File: config.mk
export PLATFORM = sky130hd
export DESIGN_NAME = adcsp_top
export DESIGN_NICKNAME = d
export VERILOG_FILES = /design/src/design/adcsp_pkg.sv /design/src/design/adcsp_fifo.sv /design/src/design/adcsp_sclk_gen.sv /design/src/design/adcsp_top.sv
export VERILOG_INCLUDE_DIRS = /design/src /design/src/design
export SDC_FILE = /design/constraint.sdc
export NUM_CORES = 1
export LEC_CHECK = 0
export BUFFER_PORTS_ARGS = -buffer_cell sky130_fd_sc_hd__buf_2
export CORE_ASPECT_RATIO = 0.8
export CORE_MARGIN = 5
export CORE_UTILIZATION = 50
export DETAILED_ROUTE_END_ITERATION = 12
export PLACE_DENSITY = 0.68
export SYNTH_ARGS = -nofsm -noshare
export SYNTH_HDL_FRONTEND = slang
export SYNTH_SLANG_ARGS = --single-unit
File: constraint.sdc
create_clock -name MCLK -period 7.3 [get_ports MCLK]
set_clock_uncertainty 0.1 [all_clocks]
set_input_delay 1.095 -clock MCLK [delete_from_list [all_inputs] [get_ports MCLK]]
set_output_delay 1.095 -clock MCLK [all_outputs]
set_load 0.01 [all_outputs]
File: src/design/adcsp_defines.svh
`ifndef ADCSP_DEFINES_SVH
`define ADCSP_DEFINES_SVH
// How it works
// - mode select value 3 picks the serial port; any other value picks parallel
// - outside serial mode the divider pins drive result bits 4 and 5
// - outside serial mode clock, polarity and read-mode pins drive result bits 6 to 9
// - divider pins slow the internal bit clock only in master read-after-convert
// - clock source low: bit clock made internally and driven out on its pin
// - clock source high: host supplies bit clock, data shifts on its edges
// - frame polarity low gives active-high frame marker, high gives active-low
// - bit clock invert flips the bit clock for internal and external sourcing
// - with external clock the read-mode pin becomes the chain input
// - chain input data reaches the serial output 18 bit periods after start
// - internal clock, read-mode high: previous result shifts out during conversion
// - internal clock, read-mode low: result shifts out only after conversion ends
// - each result leaves the shift register most significant bit first
// - internal clock: frame marker asserts at read start and holds while output data is valid; external clock keeps it inactive
// - data updates on bit clock rising edge, valid on falling; invert swaps edges

// ************************************************************
// register map and fields
// ************************************************************
`define ADCSP_OFS_CTRL 4'h0
`define ADCSP_OFS_DATA 4'h4
`define ADCSP_OFS_STAT 4'h8
`define ADCSP_CTRL_START_BIT 2
`define ADCSP_MODE_SERIAL 2'h3
`define ADCSP_MODE_RESET 2'h0
`define ADCSP_RES_W 18
`define ADCSP_LAST_BIT 5'h11
`define ADCSP_FIFO_DEPTH 16
`define ADCSP_FIFO_AW 4

// ************************************************************
// timing
// ************************************************************
`define ADCSP_CLK_MHZ 25
`define ADCSP_CONV_NS 1000
`define ADCSP_CONV_CYC ((`ADCSP_CONV_NS * `ADCSP_CLK_MHZ + 999) / 1000)
`define ADCSP_BASE_HALF 8'h01
`endif

File: src/design/adcsp_pkg.sv
package adcsp_pkg;
  // serial configuration as seen on the shared pins, bit 4 upward
  typedef struct packed {
    logic read_mode;
    logic inv_sclk;
    logic inv_sync;
    logic ext;
    logic [1:0] div;
  } adcsp_cfg_type;

  typedef struct packed {
    logic rd;
    logic wr;
    logic [3:0] addr;
    logic [31:0] wdata;
  } adcsp_bus_type;

  typedef enum {ST_IDLE, ST_SHIFT} adcsp_state_type;
endpackage

File: src/design/adcsp_fifo.sv
`timescale 1ns/100ps
module adcsp_fifo #(
  parameter int W = 18,
  parameter int DEPTH = 16,
  parameter int AW = 4
) (
  input wire logic clk, // clock
  input wire logic rst, // sync reset
  input wire logic in_valid, // push request
  output logic in_ready, // room available
  input wire logic [W-1:0] in_data, // push data
  output logic out_valid, // data available
  input wire logic out_ready, // pop request
  output logic [W-1:0] out_data, // head word
  output logic [AW:0] count // fill level
);
  logic [W-1:0] mem_q [DEPTH];
  logic [AW-1:0] wp_q;
  logic [AW-1:0] rp_q;
  logic [AW:0] cnt_q;
  logic push;
  logic pop;

  assign in_ready = (cnt_q < (AW+1)'(DEPTH));
  assign out_valid = (cnt_q != '0);
  assign out_data = mem_q[rp_q];
  assign count = cnt_q;
  assign push = in_valid && in_ready;
  assign pop = out_ready && out_valid;

  always_ff @(posedge clk) begin
    if (push) begin
      mem_q[wp_q] <= in_data;
    end
  end

  always_ff @(posedge clk) begin
    if (rst) begin
      wp_q <= '0;
      rp_q <= '0;
      cnt_q <= '0;
    end else begin
      if (push) wp_q <= wp_q + 1'b1;
      if (pop) rp_q <= rp_q + 1'b1;
      cnt_q <= cnt_q + (AW+1)'(push) - (AW+1)'(pop);
    end
  end
endmodule

File: src/design/adcsp_sclk_gen.sv
`timescale 1ns/100ps
`include "adcsp_defines.svh"
module adcsp_sclk_gen (
  input wire logic clk, // clock
  input wire logic rst, // sync reset
  input wire logic run, // generate while high
  input wire logic slow, // apply divider
  input wire logic [1:0] div, // divider select
  output logic sclk_d, // next clock level
  output logic rise // clock rises at next edge
);
  logic sclk_q;
  logic [7:0] cnt_q;
  logic [7:0] half;
  logic flip;

  // half period doubles per divider step when slowing applies
  assign half = slow ? (`ADCSP_BASE_HALF << div) : `ADCSP_BASE_HALF;
  assign flip = run && (cnt_q >= half - 8'h01);
  assign sclk_d = run ? (flip ? ~sclk_q : sclk_q) : 1'b0;
  assign rise = sclk_d && !sclk_q;

  always_ff @(posedge clk) begin
    if (rst) begin
      sclk_q <= 1'b0;
      cnt_q <= 8'h00;
    end else begin
      sclk_q <= sclk_d;
      cnt_q <= (!run || flip) ? 8'h00 : cnt_q + 8'h01;
    end
  end
endmodule

File: src/design/adcsp_top.sv
// The Avalon-MM interface to the registers and the address map are this design's own decisions.
`timescale 1ns/100ps
`include "adcsp_defines.svh"
module adcsp_top
  import adcsp_pkg::*;
(
  input wire logic MCLK, // system clock
  input wire logic RST, // sync reset, active high
  input wire logic [3:0] ADDR, // byte address
  input wire logic READ, // read request
  input wire logic WRITE, // write request
  input wire logic [31:0] WRITEDATA, // write data
  output logic [31:0] READDATA, // read data
  output logic WAITREQUEST, // stall
  input wire logic [5:0] PD_I, // shared pins 4..9, input
  output logic [5:0] PD_O, // shared pins 4..9, output
  output logic [5:0] PD_OE, // shared pins 4..9, enable
  input wire logic SCLK_I, // bit clock pin, input
  output logic SCLK_O, // bit clock pin, output
  output logic SCLK_OE, // bit clock pin, enable
  output logic SERIAL_RESULT_OUTPUT, // serial data
  output logic SYNC, // frame marker
  output logic CONVERTING // conversion in progress
);
  localparam int CONV_CYC = `ADCSP_CONV_CYC;

  adcsp_bus_type bus;
  adcsp_cfg_type cfg;
  adcsp_state_type state_q;
  logic [1:0] mode_q;
  logic wait_q;
  logic [31:0] rdata_q;
  logic [`ADCSP_RES_W-1:0] result_q;
  logic [`ADCSP_RES_W-1:0] sh_q;
  logic [`ADCSP_RES_W-1:0] load_val;
  logic [4:0] bit_q;
  logic [7:0] conv_cnt_q;
  logic conv_q;
  logic serial;
  logic int_clk;
  logic slow;
  logic conv_start;
  logic conv_end;
  logic seq_start;
  logic seq_end;
  logic frame_d;
  logic upd;
  logic ext_lvl;
  logic ext_lvl_q;
  logic gen_sclk_d;
  logic gen_rise;
  logic sclk_o_q;
  logic sclk_oe_q;
  logic sync_q;
  logic [5:0] pd_o_q;
  logic [5:0] pd_oe_q;
  logic fifo_in_valid;
  logic fifo_in_ready;
  logic fifo_out_valid;
  logic [`ADCSP_RES_W-1:0] fifo_out_data;
  logic [4:0] fifo_count;
  logic bus_take;
  logic bus_done;

  // ************************************************************
  // configuration decode
  // ************************************************************
  assign bus = '{rd: READ, wr: WRITE, addr: ADDR, wdata: WRITEDATA};
  assign cfg = adcsp_cfg_type'(PD_I);
  assign serial = (mode_q == `ADCSP_MODE_SERIAL);
  assign int_clk = serial && !cfg.ext;
  assign slow = int_clk && !cfg.read_mode;

  // ************************************************************
  // register bus slave
  // ************************************************************
  // data writes are held off while the fifo is full
  assign bus_take = (bus.rd || bus.wr) && wait_q &&
                    !(bus.wr && bus.addr == `ADCSP_OFS_DATA && !fifo_in_ready);
  assign bus_done = (bus.rd || bus.wr) && !wait_q;

  always_ff @(posedge MCLK) begin
    if (RST) begin
      wait_q <= 1'b1;
    end else begin
      wait_q <= !bus_take;
    end
  end

  always_ff @(posedge MCLK) begin
    if (RST) begin
      rdata_q <= 32'h0000_0000;
    end else if (bus_take && bus.rd) begin
      case (bus.addr)
        `ADCSP_OFS_CTRL: rdata_q <= {30'h0000_0000, mode_q};
        `ADCSP_OFS_DATA: rdata_q <= {14'h0000, result_q};
        `ADCSP_OFS_STAT: rdata_q <= {22'h00_0000, fifo_count, serial, !fifo_in_ready,
                                     !fifo_out_valid, state_q == ST_SHIFT, conv_q};
        default: rdata_q <= 32'h0000_0000;
      endcase
    end
  end

  always_ff @(posedge MCLK) begin
    if (RST) begin
      mode_q <= `ADCSP_MODE_RESET;
    end else if (bus_done && bus.wr && bus.addr == `ADCSP_OFS_CTRL) begin
      mode_q <= bus.wdata[1:0];
    end
  end

  assign fifo_in_valid = bus_done && bus.wr && bus.addr == `ADCSP_OFS_DATA;

  // ************************************************************
  // result queue
  // ************************************************************
  adcsp_fifo #(
    .W(`ADCSP_RES_W),
    .DEPTH(`ADCSP_FIFO_DEPTH),
    .AW(`ADCSP_FIFO_AW)
  ) u_fifo (
    .clk(MCLK),
    .rst(RST),
    .in_valid(fifo_in_valid),
    .in_ready(fifo_in_ready),
    .in_data(bus.wdata[`ADCSP_RES_W-1:0]),
    .out_valid(fifo_out_valid),
    .out_ready(conv_end),
    .out_data(fifo_out_data),
    .count(fifo_count)
  );

  // ************************************************************
  // conversion
  // ************************************************************
  // a start with an empty queue is ignored
  assign conv_start = bus_done && bus.wr && bus.addr == `ADCSP_OFS_CTRL &&
                      bus.wdata[`ADCSP_CTRL_START_BIT] && !conv_q && fifo_out_valid;
  assign conv_end = conv_q && (conv_cnt_q == 8'h00);

  always_ff @(posedge MCLK) begin
    if (RST) begin
      conv_q <= 1'b0;
      conv_cnt_q <= 8'h00;
    end else if (conv_start) begin
      conv_q <= 1'b1;
      conv_cnt_q <= 8'(CONV_CYC - 1);
    end else if (conv_end) begin
      conv_q <= 1'b0;
    end else if (conv_q) begin
      conv_cnt_q <= conv_cnt_q - 8'h01;
    end
  end

  always_ff @(posedge MCLK) begin
    if (RST) begin
      result_q <= '0;
    end else if (conv_end) begin
      result_q <= fifo_out_data;
    end
  end

  always_ff @(posedge MCLK) begin
    if (RST) begin
      CONVERTING <= 1'b0;
    end else begin
      CONVERTING <= conv_start || (conv_q && !conv_end);
    end
  end

  // ************************************************************
  // read sequence
  // ************************************************************
  assign seq_start = serial && ((int_clk && cfg.read_mode && conv_start) ||
                                ((!int_clk || !cfg.read_mode) && conv_end));
  assign load_val = conv_end ? fifo_out_data : result_q;

  adcsp_sclk_gen u_sclk (
    .clk(MCLK),
    .rst(RST),
    .run(state_q == ST_SHIFT && int_clk && !seq_start),
    .slow(slow),
    .div(cfg.div),
    .sclk_d(gen_sclk_d),
    .rise(gen_rise)
  );

  // external clock is flipped when bit clock invert is set so one edge detector serves both
  assign ext_lvl = SCLK_I ^ cfg.inv_sclk;
  assign upd = (state_q == ST_SHIFT) && !seq_start &&
               (int_clk ? gen_rise : (ext_lvl && !ext_lvl_q));
  assign seq_end = upd && int_clk && (bit_q == `ADCSP_LAST_BIT);
  assign frame_d = seq_start || (state_q == ST_SHIFT && !seq_end);

  always_ff @(posedge MCLK) begin
    if (RST) begin
      ext_lvl_q <= 1'b0;
    end else begin
      ext_lvl_q <= ext_lvl;
    end
  end

  always_ff @(posedge MCLK) begin
    if (RST) begin
      state_q <= ST_IDLE;
    end else begin
      case (state_q)
        ST_IDLE: if (seq_start) state_q <= ST_SHIFT;
        // an external-clock sequence ends only at the next start or when serial mode is left
        ST_SHIFT: if (!serial || seq_end) state_q <= ST_IDLE;
        default: state_q <= ST_IDLE;
      endcase
    end
  end

  always_ff @(posedge MCLK) begin
    if (RST) begin
      sh_q <= '0;
      bit_q <= 5'h00;
    end else if (seq_start) begin
      sh_q <= load_val;
      bit_q <= 5'h00;
    end else if (seq_end || !serial) begin
      sh_q <= '0;
    end else if (upd) begin
      // chain input enters at the bottom and surfaces after a full word
      sh_q <= {sh_q[`ADCSP_RES_W-2:0], cfg.ext & cfg.read_mode};
      bit_q <= bit_q + 5'h01;
    end
  end

  // ************************************************************
  // pin drivers
  // ************************************************************
  always_ff @(posedge MCLK) begin
    if (RST) begin
      sclk_o_q <= 1'b0;
      sclk_oe_q <= 1'b0;
      sync_q <= 1'b0;
    end else begin
      sclk_oe_q <= int_clk;
      sclk_o_q <= int_clk && (gen_sclk_d ^ cfg.inv_sclk);
      sync_q <= serial && ((frame_d && int_clk) ^ cfg.inv_sync);
    end
  end

  genvar gi;
  generate
    for (gi = 0; gi < 6; gi++) begin : g_pd
      always_ff @(posedge MCLK) begin
        if (RST) begin
          pd_o_q[gi] <= 1'b0;
          pd_oe_q[gi] <= 1'b0;
        end else begin
          pd_o_q[gi] <= result_q[gi+4];
          pd_oe_q[gi] <= !serial;
        end
      end
    end
  endgenerate

  assign READDATA = rdata_q;
  assign WAITREQUEST = wait_q;
  assign PD_O = pd_o_q;
  assign PD_OE = pd_oe_q;
  assign SCLK_O = sclk_o_q;
  assign SCLK_OE = sclk_oe_q;
  assign SERIAL_RESULT_OUTPUT = sh_q[`ADCSP_RES_W-1];
  assign SYNC = sync_q;

  // ************************************************************
  // checks
  // ************************************************************
  property p_mode_pins;
    @(posedge MCLK) disable iff (RST)
    !serial |=> (PD_OE == 6'h3f) && (PD_O == $past(result_q[9:4]));
  endproperty
  a_mode_pins: assert property (p_mode_pins) else $error("parallel pins wrong");

  property p_serial_release;
    @(posedge MCLK) disable iff (RST)
    serial |=> (PD_OE == 6'h00);
  endproperty
  a_serial_release: assert property (p_serial_release) else $error("shared pins driven");

  property p_sclk_source;
    @(posedge MCLK) disable iff (RST)
    serial ##1 serial && $stable(cfg) |-> SCLK_OE == !cfg.ext;
  endproperty
  a_sclk_source: assert property (p_sclk_source) else $error("clock pin enable wrong");

  property p_msb_first;
    @(posedge MCLK) disable iff (RST)
    seq_start |=> (SERIAL_RESULT_OUTPUT == $past(load_val[17])) && (state_q == ST_SHIFT);
  endproperty
  a_msb_first: assert property (p_msb_first) else $error("first bit not msb");

  property p_frame_level;
    @(posedge MCLK) disable iff (RST)
    (state_q == ST_SHIFT) && int_clk && $stable(cfg) && $past(state_q == ST_SHIFT) |-> SYNC == !cfg.inv_sync;
  endproperty
  a_frame_level: assert property (p_frame_level) else $error("frame level wrong");

  property p_read_during;
    @(posedge MCLK) disable iff (RST)
    conv_start && int_clk && cfg.read_mode |=> (state_q == ST_SHIFT) && CONVERTING;
  endproperty
  a_read_during: assert property (p_read_during) else $error("no read during conversion");

  property p_read_after;
    @(posedge MCLK) disable iff (RST)
    int_clk && !cfg.read_mode && conv_q && !conv_end && (state_q == ST_IDLE) |=> (state_q == ST_IDLE);
  endproperty
  a_read_after: assert property (p_read_after) else $error("read started before end");

  property p_slow_clock;
    @(posedge MCLK) disable iff (RST)
    upd && slow && cfg.div == 2'h3 && !seq_end |=> !upd [*8];
  endproperty
  a_slow_clock: assert property (p_slow_clock) else $error("divided clock too fast");

  property p_chain_in;
    @(posedge MCLK) disable iff (RST)
    upd && cfg.ext && serial |=> sh_q[0] == $past(cfg.read_mode) && sh_q[17] == $past(sh_q[16]);
  endproperty
  a_chain_in: assert property (p_chain_in) else $error("chain shift wrong");

  property p_update_edge;
    @(posedge MCLK) disable iff (RST)
    int_clk && $stable(cfg) && $past(upd) && (state_q == ST_SHIFT) |-> SCLK_O == !cfg.inv_sclk;
  endproperty
  a_update_edge: assert property (p_update_edge) else $error("data not on active edge");

  // the data pin rests low between sequences, so no stale bits leak out
  property p_idle_quiet;
    @(posedge MCLK) disable iff (RST)
    (state_q == ST_IDLE) && $past(state_q == ST_IDLE) |-> !SERIAL_RESULT_OUTPUT;
  endproperty
  a_idle_quiet: assert property (p_idle_quiet) else $error("data pin active while idle");

  c_read_during: cover property (@(posedge MCLK) disable iff (RST) conv_start && int_clk && cfg.read_mode);
  c_read_after: cover property (@(posedge MCLK) disable iff (RST) seq_start && slow);
  c_chain: cover property (@(posedge MCLK) disable iff (RST) upd && cfg.ext && bit_q == 5'h12);
  c_fifo_full: cover property (@(posedge MCLK) disable iff (RST) !fifo_in_ready && bus.wr);
endmodule

==> impl_metrics.ini <==
[status]
status = completed

[clock_tree]
cts_setup_buffers = 0
cts_made_buffers = 38
clk_latency_ps = 540
cts_sinks = 398
cts_root_buf = clkbuf_16
cts_resized = 0
cts_buffer_depth = 3
clk_pin_slew_worst_paths_ps = 60
holdBufCountCts = 0
h-tree-depth = 2
cts_tree = yes

[sta]
worstMarginPinSlew_ps = 1290
setup_tns_ps = 0
fmax_mhz = 241
hold_viol = 0
relSlewSlack = 0.135
rsz0062_at_grt = false
fin_ws_ps = 3140
finalSetupViolations = 0
post-route-period-util = 0.570
fin_crit_ps = 4160
maxSlewViolCount = 0

[route]
dr.pass1.iters = 5
wl_met1_mm = 14.8
routed_wl_mm = 33.5
highest_layer = met5
drc = 0
ant_nets = 0
viasPerCell = 5.68
route.met2.wl_mm = 16.1
drt_iter0_drc = 715
num_vias = 9036
wl_met3_mm = 2.13
wl_per_cell_um = 21.1

[placed_design]
place_ws_ps = 2770
dpl-instance-area_sq_um = 16800
place_congestion = 0.799
dp_hpwl_mm = 19.9
portBuffers = 68

[die]
io_pins = 97
die_area_sq_um = 35900
die_w_um = 210
die_h_um = 170
coreArea_sq_um = 31600
core.rowCount = 58
start_util = 0.509

[final_layout]
drive_gt1_frac = 0.199
area_delta_synth_final_pct = 11.8
layout.nets = 1211
diodes = 0
final_cell_area_sq_um = 18000

[power_and_ir_drop]
p_per_area_nw_per_um2 = 242
leakagePower_uw = 0.00590
power_uw = 4350
ir_worst_vdd_v = 0.000221

[setup_path]
reg2reg_slack_ps = 3140
path_max_fanout = 27
worstReg2RegEnd = sh_q[14]
critPathLaunchType = flip-flop
endpoint = sh_q[14]
worstPathArrival_ps = 4470
end_kind = flip-flop
ff2ff_path_depth = 12
r2r_start = mode_q[0]
crit_required_ps = 7620
crit_type = flip-flop to flip-flop
setup.worst_path.start = mode_q[0]

[synthesis]
synth_top_area_share = 0.538
synth_edf_count = 288
async_flop_share = 0
synth_top_flop_cell = edfxtp_1
synthCells = 1069
synth-seq-cells = 398
yosysWarnings = 0
synth_area_per_cell_sq_um = 15.0
synth-seq-area-share = 0.675
synth_area_leaders = edfxtp_1, dfxtp_1, mux4_2
yosys.area.top_type = edfxtp_1
syn_area_sq_um = 16100
synth_cell_type_count = 52

[global_route]
grt_overflow = 0
grt_max_degree = 88
track_usage = 0.187
grt_pass1_wl_mm = 51.9
grt_pass1_vias = 8869
grt_antenna_before_repair = 2

[run]
maxCapViolations = 0

[hold_path]
hold_class = flip-flop to flip-flop
[worst max-delay path, cell delays in order (launching register included)]
cell      delay (ps)
dfxtp_1          380
nand2_2          370
nor3_1           540
nand3b_1         140
ha_1             220
xor2_1           160
ha_1             290
a21oi_1          150
o21ai_0          110
a211oi_2         520
o211ai_2         480
a21o_1           300
a211oi_1         260
[Yosys cell counts (all sizes together) (23+ instances only)]
cell,instances
edfxtp,288
dfxtp,110
a21oi,79
nand2,76
nor2,73
mux4,72
buf,40
a211oi,39
clkbuf,34
nor2b,29
a22oi,23
mux2i,23
[placed cells by master, fill, tap and decap left out, types with 3 or more instances in the layout]
master	instances
a211oi_1	35
a211oi_2	3
a21o_1	20
a21oi_1	79
a22oi_1	23
and2_1	21
buf_2	68
buf_4	24
clkbuf_1	6
clkbuf_16	39
clkbuf_8	3
clkinv_1	6
clkinv_2	11
conb_1	18
dfxtp_1	107
edfxtp_1	288
ha_1	20
inv_1	19
mux2i_1	23
mux4_2	72
nand2_1	75
nand3_1	15
nand3b_1	5
nand4_1	3
nor2_1	73
nor2b_1	29
nor3_1	6
nor3b_1	3
o21ai_0	9
o31ai_1	5
or3_1	7
or4_1	6
xnor2_1	10
xor2_1	11
[cell type report]
| type | instances | area (sq um) |
|---|---|---|
| Clock inverter | 20 | 136 |
| Inverter | 19 | 71.3 |
| Clock buffer | 48 | 1040 |
| Tap cell | 420 | 526 |
| Multi-Input combinational cell | 594 | 4830 |
| Sequential cell | 398 | 10900 |
| Fill cell | 2457 | 13600 |
| Timing Repair Buffer | 92 | 520 |
[where the power goes]
| group | internal [uW] | leakage, uW | total, uW | switching, uW |
|---|---|---|---|---|
| logic | 13.9 | 0.00183 | 64.1 | 50.2 |
| registers | 2420 | 0.00348 | 2420 | 1.47 |
| clock network | 1050 | 0.000590 | 1870 | 818 |
[cell families after synthesis]
group                    Yosys count  synth area share
adder cells (fa/ha/maj)           21            0.0168
XOR/XNOR                          21            0.0114
AND/OR/NAND/NOR                  256            0.0777
AO/OA/AOI/OAI                    183            0.0742
flip-flops                       398             0.675
multiplexers                      95             0.115
buffers and inverters             93            0.0293
other                              2          0.000467
[flip-flops by register name, indices dropped and copies added, names as in the netlist, 4 cells and up, named ones only]
| register | flops |
|---|---|
| u_fifo.wp_q | 4 |
| READDATA | 18 |
| u_fifo.count | 5 |
| u_fifo.rp_q | 4 |
| PD_O | 6 |
| bit_q | 5 |
| u_fifo.mem_q | 288 |
| conv_cnt_q | 8 |
| sh_q | 18 |
| result_q | 18 |
| u_sclk.cnt_q | 8 |
[metal layers]
layer | vias up | track usage
met5 | - | 0
met4 | 4 | 0.0411
met3 | 51 | 0.0356
met2 | 269 | 0.302
met1 | 4529 | 0.269
li1 | 4183 | -
[worst min path at each step]
stage / start / end / slack, ps / cells after the start
5_1_grt: WAITREQUEST / WAITREQUEST / 380 / 1
2_1_floorplan: u_sclk.cnt_q[0] / u_sclk.cnt_q[0] / 330 / 1
3_5_place_dp: READDATA[14] / READDATA[14] / 350 / 2
6_report: READDATA[14] / READDATA[14] / 350 / 2
3_3_place_gp: conv_cnt_q[6] / conv_cnt_q[6] / 340 / 2
4_1_cts: READDATA[14] / READDATA[14] / 350 / 2
[stage by stage]
step                hold WS (ps)  std cells  utilization
floorplan                    330       1085            -
global placement             340       1523        0.532
detailed placement           347       1523        0.532
CTS                          353       1591        0.570
global route                 375       1591        0.570
finish                       348       1591        0.570
(Power assumes the default switching activity.)
